## src/rtl/uart_addr_pkg.sv

```systemverilog
package uart_addr_pkg;

  // serial mode encodings from the serial control register
  localparam logic [1:0] MODE_SHIFT = 2'h0;
  localparam logic [1:0] MODE_8BIT = 2'h1;

  // bit timing: core clock rate and default line rate
  localparam int CLK_HZ = 100_000_000;
  localparam int BAUD_RATE = 115_200;
  localparam int BIT_CYCLES = CLK_HZ / BAUD_RATE;

  // receive buffer depth
  localparam int FIFO_DEPTH = 4;

  // line level values
  localparam logic LINE_IDLE = 1'b1;
  localparam logic LINE_START = 1'b0;

  // one received character: ninth bit and data byte
  typedef struct packed {
    logic ninth;
    logic [7:0] data;
  } rx_word_t;

  localparam int RX_WORD_W = $bits(rx_word_t);

  typedef enum logic [2:0] {
    RX_IDLE = 3'b000,
    RX_START = 3'b001,
    RX_DATA = 3'b010,
    RX_NINTH = 3'b011,
    RX_STOP = 3'b100,
    RX_PUSH = 3'b101
  } rx_state_t;

endpackage

```

## src/rtl/uart_address_recognition.sv

```systemverilog
// Contract
// framing error flag stays set until software clear or reset
// with framing detection enabled, receive done rises at the stop bit
// address recognition is on exactly when multiproc_enable is set and the serial mode is not mode 0
// with recognition on, only frames matching our address raise receive done
// mode 1 with recognition: match and valid stop bit both needed
// in mode 0 multiproc_enable has no effect
// given address or broadcast address match both count as ours
// given address: own byte compared only where mask bit is one
// software sets mask to all ones to compare every own-address bit
// broadcast address is own OR mask; zero bits are don't care
// systems typically use all ones as broadcast address
// a master reaching all slaves sends the all-ones address
// a low sampled stop bit sets the framing error flag
// with multiproc off, every completed frame raises receive done
`timescale 1ns/10ps

////////////////////////////////////////////////////////////////////////////////
// small synchronous fifo, one packed struct of state
module rx_fifo #(
  parameter int WIDTH = 9,
  parameter int DEPTH = 4
) (
  input wire logic core_clk_i,
  input wire logic sys_rst_i,
  input wire logic in_valid_i,
  output logic in_ready_o,
  input wire logic [WIDTH-1:0] in_data_i,
  output logic out_valid_o,
  input wire logic out_ready_i,
  output logic [WIDTH-1:0] out_data_o
);
  localparam int AW = (DEPTH > 1) ? $clog2(DEPTH) : 1;
  localparam logic [AW:0] FULL_COUNT = (AW+1)'(DEPTH);
  localparam logic [AW-1:0] LAST_PTR = AW'(DEPTH - 1);

  typedef struct packed {
    logic [DEPTH-1:0][WIDTH-1:0] mem;
    logic [AW-1:0] wr_ptr;
    logic [AW-1:0] rd_ptr;
    logic [AW:0] count;
  } fifo_state_t;

  fifo_state_t cur;
  fifo_state_t next_cur;
  logic do_push;
  logic do_pop;

  // honest flags straight from the occupancy count
  assign in_ready_o = (cur.count != FULL_COUNT);
  assign out_valid_o = (cur.count != '0);
  assign out_data_o = cur.mem[cur.rd_ptr];
  assign do_push = in_valid_i && in_ready_o;
  assign do_pop = out_valid_o && out_ready_i;

  // pointer wrap is explicit so non power of two depths work
  always_comb begin
    next_cur = cur;
    if (do_push) begin
      next_cur.mem[cur.wr_ptr] = in_data_i;
      next_cur.wr_ptr = (cur.wr_ptr == LAST_PTR) ? '0 : cur.wr_ptr + 1'b1;
    end
    if (do_pop) begin
      next_cur.rd_ptr = (cur.rd_ptr == LAST_PTR) ? '0 : cur.rd_ptr + 1'b1;
    end
    if (do_push && !do_pop) begin
      next_cur.count = cur.count + 1'b1;
    end else if (do_pop && !do_push) begin
      next_cur.count = cur.count - 1'b1;
    end
  end

  // storage is not reset, only the pointers and count
  always_ff @(posedge core_clk_i) begin
    if (sys_rst_i) begin
      cur.mem <= next_cur.mem;
      cur.wr_ptr <= '0;
      cur.rd_ptr <= '0;
      cur.count <= '0;
    end else begin
      cur <= next_cur;
    end
  end
endmodule

////////////////////////////////////////////////////////////////////////////////
// serial receiver with address filtering and sticky error flag
module uart_address_recognition
  import uart_addr_pkg::*;
#(
  parameter int BIT_CYCLES_P = BIT_CYCLES,
  parameter int DEPTH_P = FIFO_DEPTH
) (
  input wire logic core_clk_i,
  input wire logic sys_rst_i,
  input wire logic rxd_i,
  input wire logic [1:0] serial_mode_i,
  input wire logic multiproc_enable_i,
  input wire logic fe_detect_enable_i,
  input wire logic [7:0] own_address_byte_i,
  input wire logic [7:0] address_mask_byte_i,
  input wire logic receive_done_clear_i,
  input wire logic framing_error_clear_i,
  output logic receive_done_flag_o,
  output logic framing_error_flag_o,
  output logic rx_valid_o,
  input wire logic rx_ready_i,
  output rx_word_t rx_word_o
);
  localparam logic [15:0] BIT_LAST = 16'(BIT_CYCLES_P - 1);
  localparam logic [15:0] HALF_LAST = 16'(BIT_CYCLES_P / 2 - 1);

  typedef struct packed {
    rx_state_t st;
    logic [15:0] cnt;
    logic [2:0] bitn;
    logic [7:0] shift;
    logic ninth;
    logic sync1;
    logic sync2;
    logic after_stop;
    logic done;
    logic fe;
  } rx_regs_t;

  rx_regs_t cur;
  rx_regs_t next_cur;
  rx_word_t push_word;
  logic push_valid;
  logic push_ready;
  logic filter_on;
  logic need_stop;
  logic nine_bit;
  logic bit_end;

  // given address or broadcast address; zero mask bits and zero bits of the broadcast pattern are don't care
  function automatic logic addr_match(input logic [7:0] addr, input logic [7:0] own,
                                      input logic [7:0] mask);
    logic [7:0] bcast;
    bcast = own | mask;
    addr_match = (((addr ^ own) & mask) == 8'h00) ||
                 (((addr ^ bcast) & bcast) == 8'h00);
  endfunction

  // mode 0 ignores the multiproc bit entirely
  assign filter_on = multiproc_enable_i && (serial_mode_i != MODE_SHIFT);
  assign nine_bit = serial_mode_i[1];
  // the stop bit must be seen before deciding when errors are watched or mode 1 filters
  assign need_stop = fe_detect_enable_i || (filter_on && serial_mode_i == MODE_8BIT);
  assign bit_end = (cur.cnt == BIT_LAST);

  // acceptance of the finished character, evaluated where it is decided
  function automatic logic accept(input logic filt, input logic [1:0] mode,
                                  input logic match, input logic ninth, input logic stop_ok);
    if (!filt) begin
      accept = 1'b1;
    end else if (mode == MODE_8BIT) begin
      accept = match && stop_ok;
    end else begin
      accept = match && ninth;
    end
  endfunction

  assign push_valid = (cur.st == RX_PUSH);
  assign push_word = '{ninth: cur.ninth, data: cur.shift};

  // receive sequencer; flags are sticky and a set beats a clear in the same cycle
  always_comb begin
    logic matched;
    logic stop_ok;
    matched = addr_match(cur.shift, own_address_byte_i, address_mask_byte_i);
    stop_ok = (cur.sync2 == LINE_IDLE);
    next_cur = cur;
    next_cur.sync1 = rxd_i;
    next_cur.sync2 = cur.sync1;
    next_cur.cnt = bit_end ? 16'h0000 : cur.cnt + 16'h0001;
    if (receive_done_clear_i) begin
      next_cur.done = 1'b0;
    end
    if (framing_error_clear_i) begin
      next_cur.fe = 1'b0;
    end
    case (cur.st)
      RX_IDLE: begin
        next_cur.cnt = 16'h0000;
        if (cur.sync2 == LINE_START) begin
          next_cur.st = RX_START;
        end
      end
      RX_START: begin
        // mid-bit check filters glitches on the idle line
        if (cur.cnt == HALF_LAST) begin
          next_cur.cnt = 16'h0000;
          next_cur.bitn = 3'h0;
          next_cur.st = (cur.sync2 == LINE_START) ? RX_DATA : RX_IDLE;
        end
      end
      RX_DATA: begin
        if (bit_end) begin
          next_cur.shift = {cur.sync2, cur.shift[7:1]};
          next_cur.bitn = cur.bitn + 3'h1;
          next_cur.ninth = 1'b0;
          if (cur.bitn == 3'h7) begin
            if (nine_bit) begin
              next_cur.st = RX_NINTH;
            end else if (need_stop) begin
              next_cur.st = RX_STOP;
            end else begin
              // early decision at last data bit; no address byte filtering here
              next_cur.st = RX_PUSH;
              next_cur.after_stop = 1'b0;
            end
          end
        end
      end
      RX_NINTH: begin
        if (bit_end) begin
          next_cur.ninth = cur.sync2;
          if (need_stop) begin
            next_cur.st = RX_STOP;
          end else if (accept(filter_on, serial_mode_i, matched, cur.sync2, 1'b1)) begin
            next_cur.st = RX_PUSH;
            next_cur.after_stop = 1'b0;
          end else begin
            next_cur.st = RX_STOP;
          end
        end
      end
      RX_STOP: begin
        if (bit_end) begin
          if (!stop_ok) begin
            next_cur.fe = 1'b1;
          end
          // a frame already delivered early only needs its stop checked
          if (need_stop &&
              accept(filter_on, serial_mode_i, matched, cur.ninth, stop_ok)) begin
            next_cur.st = RX_PUSH;
            next_cur.after_stop = 1'b1;
          end else begin
            next_cur.st = RX_IDLE;
          end
        end
      end
      RX_PUSH: begin
        // waits for buffer room; bit timing keeps running, so a long stall
        // delays the stop sample and can lose the following frame
        if (push_ready) begin
          next_cur.done = 1'b1;
          next_cur.st = cur.after_stop ? RX_IDLE : RX_STOP;
        end
      end
      default: begin
        next_cur.st = RX_IDLE;
      end
    endcase
  end

  // control state to defined values, synchroniser to idle line level
  always_ff @(posedge core_clk_i) begin
    if (sys_rst_i) begin
      cur <= '{st: RX_IDLE, cnt: 16'h0000, bitn: 3'h0, shift: 8'h00, ninth: 1'b0,
               sync1: LINE_IDLE, sync2: LINE_IDLE, after_stop: 1'b0, done: 1'b0, fe: 1'b0};
    end else begin
      cur <= next_cur;
    end
  end

  assign receive_done_flag_o = cur.done;
  assign framing_error_flag_o = cur.fe;

  // accepted characters queue here for the cpu side
  rx_fifo #(
    .WIDTH(RX_WORD_W),
    .DEPTH(DEPTH_P)
  ) u_rx_fifo (
    .core_clk_i(core_clk_i),
    .sys_rst_i(sys_rst_i),
    .in_valid_i(push_valid),
    .in_ready_o(push_ready),
    .in_data_i(push_word),
    .out_valid_o(rx_valid_o),
    .out_ready_i(rx_ready_i),
    .out_data_o(rx_word_o)
  );
endmodule

```

## config.mk

```make
export PLATFORM = sky130hd
export DESIGN_NAME = uart_address_recognition
export DESIGN_NICKNAME = d
export VERILOG_FILES = /design/src/rtl/uart_addr_pkg.sv /design/src/rtl/uart_address_recognition.sv
export SDC_FILE = /design/constraint.sdc
export NUM_CORES = 1
export LEC_CHECK = 0
export BUFFER_PORTS_ARGS = -buffer_cell sky130_fd_sc_hd__buf_2
export CAP_MARGIN = 20
export CORE_AREA = 2 2 115 117
export CTS_CLUSTER_DIAMETER = 100
export CTS_CLUSTER_SIZE = 12
export DETAILED_ROUTE_END_ITERATION = 8
export DIE_AREA = 0 0 117 119
export SYNTH_ARGS = -nofsm -noshare
export SYNTH_HDL_FRONTEND = slang
export SYNTH_SLANG_ARGS = --single-unit
```

## constraint.sdc

```tcl
create_clock -name core_clk_i -period 2.3 [get_ports core_clk_i]
set_input_delay 0.23 -clock core_clk_i [delete_from_list [all_inputs] [get_ports core_clk_i]]
set_output_delay 0.23 -clock core_clk_i [all_outputs]
set_load 0.005 [all_outputs]
```

==> flow_summary_export.csv, run 1 <==
group,metric,value,unit
synthesis,synth_edf_count,36,
routing,drtPass1Iterations,6,
sta,slew_headroom,59.69,%
placed_design,place_inst,552,
placed_design,dpl.hpwl,5.498,mm
power_and_ir_drop,seq_power_share,45.1,%
routing,drc,0,
cts,cts_tree,"done",
power_and_ir_drop,p_sw_share,26.50,%
power_and_ir_drop,p_int,2.539,mW
synthesis,synthesis.nets,378,
synthesis,ys_warn_count,0,
worst_setup_path,critical_path_arrival,2.43,ns
routing,via_per_inst,4.688,
worst_setup_path,cp-startpoint,"u_rx_fifo.cur[0]$_SDFFE_PP0P_",
placed_design,place_congestion,0.8673,
sta,final.setup_skew,0.007637,ns
cts,cts_buffers,9,
synthesis,synthArstFlopShare,0,%
sta,fmax,460.5,MHz
grt,grt_first_pass_wirelength,12.62,mm
worst_setup_path,endpoint_kind,"flip-flop",
synthesis,syn_avg_cell_area,10.92,um^2
power_and_ir_drop,p_comb_share,18.0,%
routing,drt_wl_total,7.685,mm
grt,grt_overflow,0,
routing,routed.top_layer,"met4",
worst_setup_path,crit_path_start_kind,"flip-flop",
grt,grt_pass1_vias,2620,
sta,fin_setup_tns,0,ns
sta,hold_viol_final,0,
power_and_ir_drop,clockPowerShare,36.9,%
synthesis,synth_largest_area_cell,"edfxtp_1",
grt,grt_max_degree,31,
routing,dr_wl_met3,396,um
sta,drv_slew,0,
sta,fin_crit_sh,94.41,%
routing,drtIter0Drc,181,
synthesis,ys_ff_latch,79,
cts,clockBufferDepth,2,
power_and_ir_drop,p_switching,0.9151,mW
cells_and_area,antennaDiodeCount,0,
synthesis,ys_seq_area_share,52.15,%
sta,holdWs,0.08032,ns
routing,m1WireLength,3.385,mm
cts,cts_hold_buf,0,
worst_hold_path,whs_endpoint,"cur[4]$_SDFF_PP1_",
cts,cts-root-buf,"clkbuf_16",
cells_and_area,final_cell_mix,"43 x nor2_1, 43 x dfxtp_1, 37 x buf_2, 36 x edfxtp_1, 26 x nand2_1",
synthesis,synth.area.top_cells,"edfxtp_1 29%, dfxtp_1 23%, mux4_2 5.4%, xor2_1 4.9%, nor2_1 4.3%",
synthesis,synth-main-ff-cell,"dfxtp_1",
routing,wire_per_inst,13.53,um
worst_setup_path,worst_r2r_path_depth,8,
status,status,"completed",
cts,clk_latency,0.33,ns
die,die_x,117,um
power_and_ir_drop,finalPower,3.454,mW
sta,final-setup-viol-count,0,
synthesis,syn_area,0.003724,mm^2
synthesis,synth_top_area_share,29.03,%
worst_setup_path,critPathMaxFanout,4,
job,drv_cap,0,
sta,worst_pin_slew,0.5983,ns
die,core_region_area,0.01287,mm^2
routing,antenna_left,0,
cts,clock-sinks,79,
synthesis,synthCells,341,
placed_design,port_buffers,37,
worst_hold_path,holdPathStages,2,
cts,cts_resized,0,
routing,met2_length,3.794,mm
worst_setup_path,criticalPathCategory,"flip-flop to flip-flop",
sta,rsz0062_at_grt,"no",
grt,antenna_found_initial,0,
cells_and_area,num-nets-final,424,
cts,cts-htree-levels,3,
power_and_ir_drop,powerDensity,784.6,mW/mm^2
cells_and_area,area_growth,18.21,%
sta,min_period,2.171,ns
die,rows,42,
power_and_ir_drop,peakVddDrop,363.1,uV
die,initial_core_util,28.92,%
die,die_area,0.01392,mm^2
worst_hold_path,min_from,"rxd_i",
cells_and_area,final_cells,568,
cells_and_area,nFillCells,1296,
routing,vias,2663,
worst_hold_path,min_path_type,"input pin to flip-flop",
die,fp.dieH,119,um
worst_setup_path,reg2reg_to,"u_rx_fifo.cur[2]$_SDFFE_PP0P_",
cells_and_area,final_area,0.004402,mm^2
grt,grt_use_total,11.63,%
die,ios,38,
cts,clk_pin_slew,0.06,ns
worst_setup_path,reg2reg_slack,0.13,ns
power_and_ir_drop,p_leak,1.589,nW
worst_setup_path,r2r_start,"u_rx_fifo.cur[0]$_SDFFE_PP0P_",
placed_design,place_area,0.004133,mm^2
cells_and_area,drive_above_1_share,22.70,%
worst_setup_path,worstPathRequired,2.56,ns
synthesis,synth.distinct_cells,54,
cts,postCtsSetupRepairBufs,0,
==> sequential cells by signal, summed over array words and instances (netlist names) <==
name                  count
u_rx_fifo.cur            43
receive_done_flag_o       1
cur                      34
framing_error_flag_o      1
==> power by group through the flow <==
stage               sequential (mW)  combinational (mW)  clock, mW
floorplan                      1.56               0.437          0
global placement               1.58               0.605          0
detailed placement             1.59               0.622          0
CTS                            1.56               0.623       1.31
global route                   1.56               0.700       1.36
finish                         1.56               0.622       1.27
==> stage by stage <==
step	utilization (%)	setup slack, ns
final	34.19	0.1287
after global routing	34.19	0.02286
after CTS	34.17	0.07314
after detailed placement	32.10	0.08832
after global placement	32.10	0.1813
after floorplan	-	0.04280
==> kinds of logic after synthesis <==
family	Yosys count	synth area share [%]
simple gates	132	18.08
flops	79	52.15
compound gates	56	9.610
buf+inv	25	3.830
xor+xnor	24	5.645
mux	14	6.788
fa+ha+maj	11	3.898
==> worst max-delay path: stages (launching register included) <==
cell	delay (ns)
dfxtp_1	0.36
or3_1	0.41
nand2_2	0.15
ha_4	0.15
inv_1	0.05
fa_1	0.37
xor2_1	0.16
or3_1	0.30
a21oi_1	0.15
==> cell type report <==
class	count	area (um^2)	share of cell area, %
clock inverters	6	37.54	0.8528
clock buffers	10	229.0	5.202
repair buffers	48	267.8	6.083
well taps	176	220.2	5.003
inverters	12	47.55	1.080
flip-flops and latches	79	1942	44.12
multi-input cells	237	1658	37.66
==> worst max-delay path by stage <==
| stage | cells past startpoint | to | slack (ns) |
|---|---|---|---|
| 2_1_floorplan | 10 | u_rx_fifo.cur[2]$_SDFFE_PP0P_ | 0.04 |
| 3_3_place_gp | 8 | u_rx_fifo.cur[2]$_SDFFE_PP0P_ | 0.18 |
| 3_5_place_dp | 8 | u_rx_fifo.cur[2]$_SDFFE_PP0P_ | 0.09 |
| 4_1_cts | 8 | u_rx_fifo.cur[2]$_SDFFE_PP0P_ | 0.07 |
| 5_1_grt | 8 | u_rx_fifo.cur[2]$_SDFFE_PP0P_ | 0.02 |
| 6_report | 8 | u_rx_fifo.cur[2]$_SDFFE_PP0P_ | 0.13 |
==> synthesized netlist by cell type (all sizes together), types with 5 or more instances <==
master  count
ha         10
nor2       44
dfxtp      43
nor3        7
mux4        9
buf        10
and2        6
edfxtp     36
nand3      12
nand2      27
nand2b      5
xor2       21
a21oi      22
or3         5
mux2i       5
inv        11
a22oi       6
nand4       5
o21ai       9
==> layer usage <==
metal  track usage [%]  vias up
met5                 0        -
met4             3.971        0
met3             3.868        9
met2             19.26       70
met1             14.05     1275
li1                  -     1309
Note: power is estimated with default switching activity, not from simulation.
==> run 2: changes to the inputs <==
CTS_CLUSTER_DIAMETER = unset   (was 100)
PLACE_DENSITY = 0.45   (was unset)
SLEW_MARGIN = 20   (was unset)
==> run 2 against run 1 <==
- setup slack improved by 0.0050 ns
- global-route usage increased by 0.054 points
- register-to-register slack about the same
- sequential power about the same
- combinational power decreased by 1%
- clock-buffer cell count decreased by 1
- non-clock buffer count unchanged
- total power increased by 7.4%
- critical endpoint unchanged
- largest power group is now the clock network
==> flow_summary_export.csv, run 2 (same netlist as run 1, synthesis figures left out) <==
group,metric,value,unit
worst_hold_path,whs_endpoint,"cur[4]$_SDFF_PP1_",
worst_setup_path,critical_path_arrival,2.42,ns
status,status,"completed",
cells_and_area,drive_above_1_share,23.47,%
sta,fin_setup_tns,0,ns
placed_design,place_worst_setup_slack,0.09283,ns
worst_setup_path,criticalPathCategory,"flip-flop to flip-flop",
sta,hold_viol_final,0,
worst_setup_path,crit_path_start_kind,"flip-flop",
die,core_region_area,0.01287,mm^2
cts,clk_latency,0.33,ns
sta,fin_crit_sh,94.19,%
cts,cts-htree-levels,3,
cells_and_area,final_cell_mix,"43 x nor2_1, 43 x dfxtp_1, 37 x buf_2, 36 x edfxtp_1, 26 x nand2_1",
placed_design,port_buffers,37,
worst_setup_path,endpoint_kind,"flip-flop",
cells_and_area,top_regs,"u_rx_fifo.cur x43, cur x34",
routing,drtPass1Iterations,6,
grt,grt_use_total,11.68,%
cells_and_area,nFillCells,1305,
cells_and_area,largest_register_ffs,43,
cells_and_area,top_register,"u_rx_fifo.cur",
grt,grt_first_pass_wirelength,12.73,mm
routing,drtIter0Drc,191,
worst_setup_path,r2r_start,"cur[35]$_SDFFE_PP0P_",
die,rows,42,
sta,holdWs,0.07838,ns
cts,clock-sinks,79,
power_and_ir_drop,p_leak,1.623,nW
sta,drv_slew,0,
placed_design,place_inst,552,
grt,grt_max_degree,31,
worst_setup_path,cpPeakStageDelay,0.38,ns
routing,vias,2619,
grt,grt_pass1_vias,2589,
sta,final.setup_skew,0.004989,ns
cts,clockBufferDepth,2,
cells_and_area,num-nets-final,424,
routing,drc,0,
sta,final-setup-viol-count,0,
die,die_area,0.01392,mm^2
power_and_ir_drop,powerDensity,831.3,mW/mm^2
cts,clk_pin_slew,0.06,ns
cts,postCtsSetupRepairBufs,0,
sta,worst_slack,0.1337,ns
grt,antenna_found_initial,0,
sta,rsz0062_at_grt,"no",
placed_design,dpl.hpwl,5.456,mm
worst_setup_path,reg2reg_slack,0.13,ns
worst_hold_path,min_from,"rxd_i",
die,initial_core_util,28.92,%
worst_hold_path,holdPathStages,2,
worst_setup_path,worstPathRequired,2.56,ns
routing,wire_per_inst,13.42,um
cts,cts_tree,"done",
sta,slew_headroom,61.04,%
worst_setup_path,worst_r2r_path_depth,9,
routing,antenna_left,0,
die,die_x,117,um
sta,fmax,461.6,MHz
worst_setup_path,reg2reg_to,"u_rx_fifo.cur[2]$_SDFFE_PP0P_",
worst_setup_path,critPathMaxFanout,5,
worst_setup_path,crit_slowest_cell,"fa_1",
cells_and_area,area_growth,19.86,%
cells_and_area,final_cells,568,
die,ios,38,
routing,drt_wl_total,7.622,mm
sta,min_period,2.166,ns
worst_setup_path,crit_chain,"inv_4 -> or3_4 -> nor2_4 -> ha_4 -> inv_1 -> fa_1 -> xor2_1 -> or3_1 -> a21oi_1",
grt,grt_overflow,0,
routing,via_per_inst,4.611,
cts,cts-root-buf,"clkbuf_16",
cts,cts_buffers,9,
die,fp.dieH,119,um
sta,worst_pin_slew,0.5783,ns
power_and_ir_drop,peakVddDrop,339.3,uV
placed_design,place_congestion,0.7914,
job,drv_cap,0,
cells_and_area,antennaDiodeCount,0,
worst_hold_path,min_path_type,"input pin to flip-flop",
[run 2: cell count changes in the layout (fill, tap and decap cells not counted)]
cell,change
bufinv_16,+2
clkinv_1,-2
clkbuf_1,-1
clkinvlp_4,-1
inv_6,+1
inv_8,+1
[run 2: worst max-delay path, delay by kind of cell, from the launching register on]
family | cells | cell delay (ns)
fa+ha+maj | 2 | 0.52
compound gates | 1 | 0.14
buf+inv | 2 | 0.10
flops | 1 | 0.37
xor+xnor | 1 | 0.17
simple gates | 3 | 0.79
[run 2: power by group]
group	leakage, nW	switching, mW	internal, mW
logic	0.780	0.312	0.302
clock network	0.162	0.588	0.965
registers	0.681	0.0433	1.50
total	1.62	0.944	2.77
[run 2: through the flow]
stage,total power [mW],cell area [um^2],util [%]
2_1_floorplan,1.999,3740,-
3_3_place_gp,2.181,4133,32.10
3_5_place_dp,2.194,4133,32.10
4_1_cts,3.769,4461,34.65
5_1_grt,3.904,4463,34.66
6_report,3.710,4463,34.66
[run 2: worst max-delay path by stage]
stage / end / startpoint / slack, ns
floorplan: u_rx_fifo.cur[2]$_SDFFE_PP0P_ / cur[33]$_SDFFE_PP0P_ / 0.04
global placement: u_rx_fifo.cur[2]$_SDFFE_PP0P_ / u_rx_fifo.cur[0]$_SDFFE_PP0P_ / 0.17
detailed placement: u_rx_fifo.cur[2]$_SDFFE_PP0P_ / u_rx_fifo.cur[0]$_SDFFE_PP0P_ / 0.09
CTS: u_rx_fifo.cur[2]$_SDFFE_PP0P_ / u_rx_fifo.cur[0]$_SDFFE_PP0P_ / 0.07
global route: u_rx_fifo.cur[2]$_SDFFE_PP0P_ / cur[35]$_SDFFE_PP0P_ / 0.04
finish: u_rx_fifo.cur[2]$_SDFFE_PP0P_ / cur[35]$_SDFFE_PP0P_ / 0.13
[run 2: timing repair]
item	CTS	global route
hold buffers	0	0
setup endpoints to repair	0	1
resized for setup	0	1
[run 2: layout make-up]
class / instances / area (um^2) / share of cell area [%]
flip-flops and latches: 79 / 1942 / 43.51
multi-input cells: 237 / 1658 / 37.15
repair buffers: 48 / 267.8 / 5.999
clock buffers: 9 / 225.2 / 5.046
well taps: 176 / 220.2 / 4.934
clock inverters: 7 / 102.6 / 2.299
inverters: 12 / 47.55 / 1.065
[run 2: metal layers]
| metal | GRT usage (%) | vias up | wire [um] |
|---|---|---|---|
| met2 | 18.32 | 58 | 3418 |
| met5 | 0 | - | 0 |
| li1 | - | 1324 | - |
| met4 | 3.603 | 0 | 98 |
| met3 | 3.613 | 10 | 299 |
| met1 | 15.37 | 1227 | 3805 |
==> run 3: changes to the inputs <==
REMOVE_ABC_BUFFERS = 1   (was unset)
==> run 3 against run 2 <==
- highest routed layer unchanged
- clock-buffer cell count unchanged
- design area down 0.22%
- cell count up 0.88%
- sequential cell count unchanged
- largest power group is now registers
- sequential power about the same
==> flow_summary_export.csv, run 3 (same netlist as run 1, synthesis figures left out) <==
group,metric,value,unit
die,core_region_area,0.01287,mm^2
cells_and_area,largest_register_ffs,43,
routing,via_per_inst,4.595,
cts,cts_tree,"done",
sta,final-setup-viol-count,0,
routing,drt_wl_total,7.935,mm
grt,grt_pass1_vias,2622,
routing,dr_wl_met3,263,um
job,drv_cap,0,
grt,grt_max_degree,31,
cts,clock-sinks,79,
cells_and_area,final_util,34.59,%
placed_design,port_buffers,37,
cells_and_area,antennaDiodeCount,0,
worst_setup_path,r2r_start,"u_rx_fifo.cur[0]$_SDFFE_PP0P_",
grt,grt_first_pass_wirelength,13.13,mm
cells_and_area,nFillCells,1291,
placed_design,place_inst,556,
sta,fin_crit_sh,93.18,%
die,initial_core_util,28.92,%
routing,antenna_left,0,
sta,final.setup_skew,0.01049,ns
cells_and_area,drive_above_1_share,24.43,%
cts,cts-root-buf,"clkbuf_16",
worst_hold_path,min_path_type,"input pin to flip-flop",
routing,vias,2633,
power_and_ir_drop,p_leak,1.618,nW
routing,m1WireLength,3.670,mm
die,ios,38,
cts,cts_hold_buf,0,
worst_hold_path,min_from,"rxd_i",
worst_setup_path,criticalPathCategory,"flip-flop to flip-flop",
worst_setup_path,crit_family,"simple AND/OR/NAND/NOR gates",
routing,drtPass1Iterations,4,
cts,cts_buffers,9,
cells_and_area,area_growth,19.59,%
placed_design,dpl.hpwl,5.593,mm
sta,fmax,466.6,MHz
die,die_x,117,um
worst_setup_path,path_buf_inv,1,
routing,wire_per_inst,13.85,um
sta,worst_pin_slew,0.5886,ns
cells_and_area,top_regs,"u_rx_fifo.cur x43, cur x34",
grt,antenna_found_initial,0,
die,rows,42,
cts,clk_latency,0.35,ns
die,fp.dieH,119,um
grt,grt_overflow,0,
sta,slew_headroom,60.34,%
sta,min_period,2.143,ns
cells_and_area,num-nets-final,429,
worst_setup_path,crit_chain,"or3_1 -> nand2_2 -> ha_4 -> inv_1 -> fa_1 -> xor2_1 -> or3_1 -> a21oi_1",
die,die_area,0.01392,mm^2
status,status,"completed",
worst_setup_path,crit_slowest_cell,"or3_1",
grt,grt_use_total,12.35,%
routing,drtIter0Drc,170,
cells_and_area,mostFrequentLayoutCell,"nor2_1",
sta,hold_viol_final,0,
worst_setup_path,crit_top_cell,"or3_1",
worst_setup_path,critical_path_arrival,2.41,ns
worst_setup_path,critPathMaxFanout,4,
cts,clockBufferDepth,2,
cells_and_area,final_cells,573,
cells_and_area,final_cell_mix,"43 x nor2_1, 42 x dfxtp_1, 37 x buf_2, 36 x edfxtp_1, 26 x nand2_1",
routing,routed.top_layer,"met4",
worst_setup_path,crit_path_start_kind,"flip-flop",
worst_setup_path,worstPathRequired,2.57,ns
cells_and_area,top_register,"u_rx_fifo.cur",
worst_setup_path,endpoint_kind,"flip-flop",
placed_design,place_congestion,0.7801,
worst_setup_path,cpPeakStageDelay,0.41,ns
sta,rsz0062_at_grt,"no",
power_and_ir_drop,powerDensity,788.2,mW/mm^2
worst_setup_path,cp-startpoint,"u_rx_fifo.cur[0]$_SDFFE_PP0P_",
routing,drc,0,
power_and_ir_drop,peakVddDrop,276.8,uV
sta,drv_slew,0,
cts,cts-htree-levels,3,
routing,met2_length,3.867,mm
cts,clk_pin_slew,0.06,ns
[run 3: cell types whose count changed in the layout (fill, tap and decap cells not counted)]
cell / previous run / this run
buf_4: 11 / 16
dfxtp_1: 43 / 42
clkinv_1: 1 / 2
clkinv_2: 1 / 0
dfxtp_2: 0 / 1
inv_6: 2 / 3
inv_8: 1 / 0
clkinvlp_4: 0 / 2
bufinv_16: 2 / 0
[run 3: per-stage QoR]
step                worst slack (ns)  area (um^2)  hold WS [ns]  setup TNS [ns]  total power, mW
CTS                          0.02425         4425       0.05696               0            3.546
floorplan                    -0.1644         3628        0.2991         -0.1644            1.955
finish                        0.1568         4453       0.07078               0            3.510
global placement             0.07930         4146        0.3930               0            2.187
detailed placement           0.02319         4146        0.3941               0            2.188
global route                0.004273         4453       0.07107               0            3.695
[run 3: cell type report]
class,count,area (um^2),area share [%]
clock inverter,7,53.80,1.208
multi-input combinational,237,1658,37.23
sequential,79,1943,43.64
timing repair buffer,53,305.3,6.856
clock buffer,9,225.2,5.058
inverter,12,47.55,1.068
tap,176,220.2,4.945
[run 3: repair_timing]
action                                 4_1_cts  5_1_grt
resized for setup                            0        5
endpoints found under the hold margin        0        0
setup endpoints to repair                    0        1
setup buffers                                0        1
[run 3: layer usage]
metal	track usage, %	vias up
met5	0	-
met2	19.33	33
li1	-	1325
met4	5.882	0
met3	2.850	10
met1	16.00	1265
[run 3: worst paths after layout]
| path | end | slack [ns] | depth (start not counted) |
|---|---|---|---|
| setup reg to reg | u_rx_fifo.cur[2]$_SDFFE_PP0P_ | 0.16 | 8 |
| hold / removal | cur[4]$_SDFF_PP1_ | 0.07 | 2 |
| hold reg to reg | cur[3]$_SDFF_PP1_ | 0.41 | 1 |
| setup / recovery | u_rx_fifo.cur[2]$_SDFFE_PP0P_ | 0.16 | 8 |
[run 3: power breakdown]
group,internal (mW),switching (mW)
clock network,0.740,0.601
logic,0.313,0.309
registers,1.50,0.0483
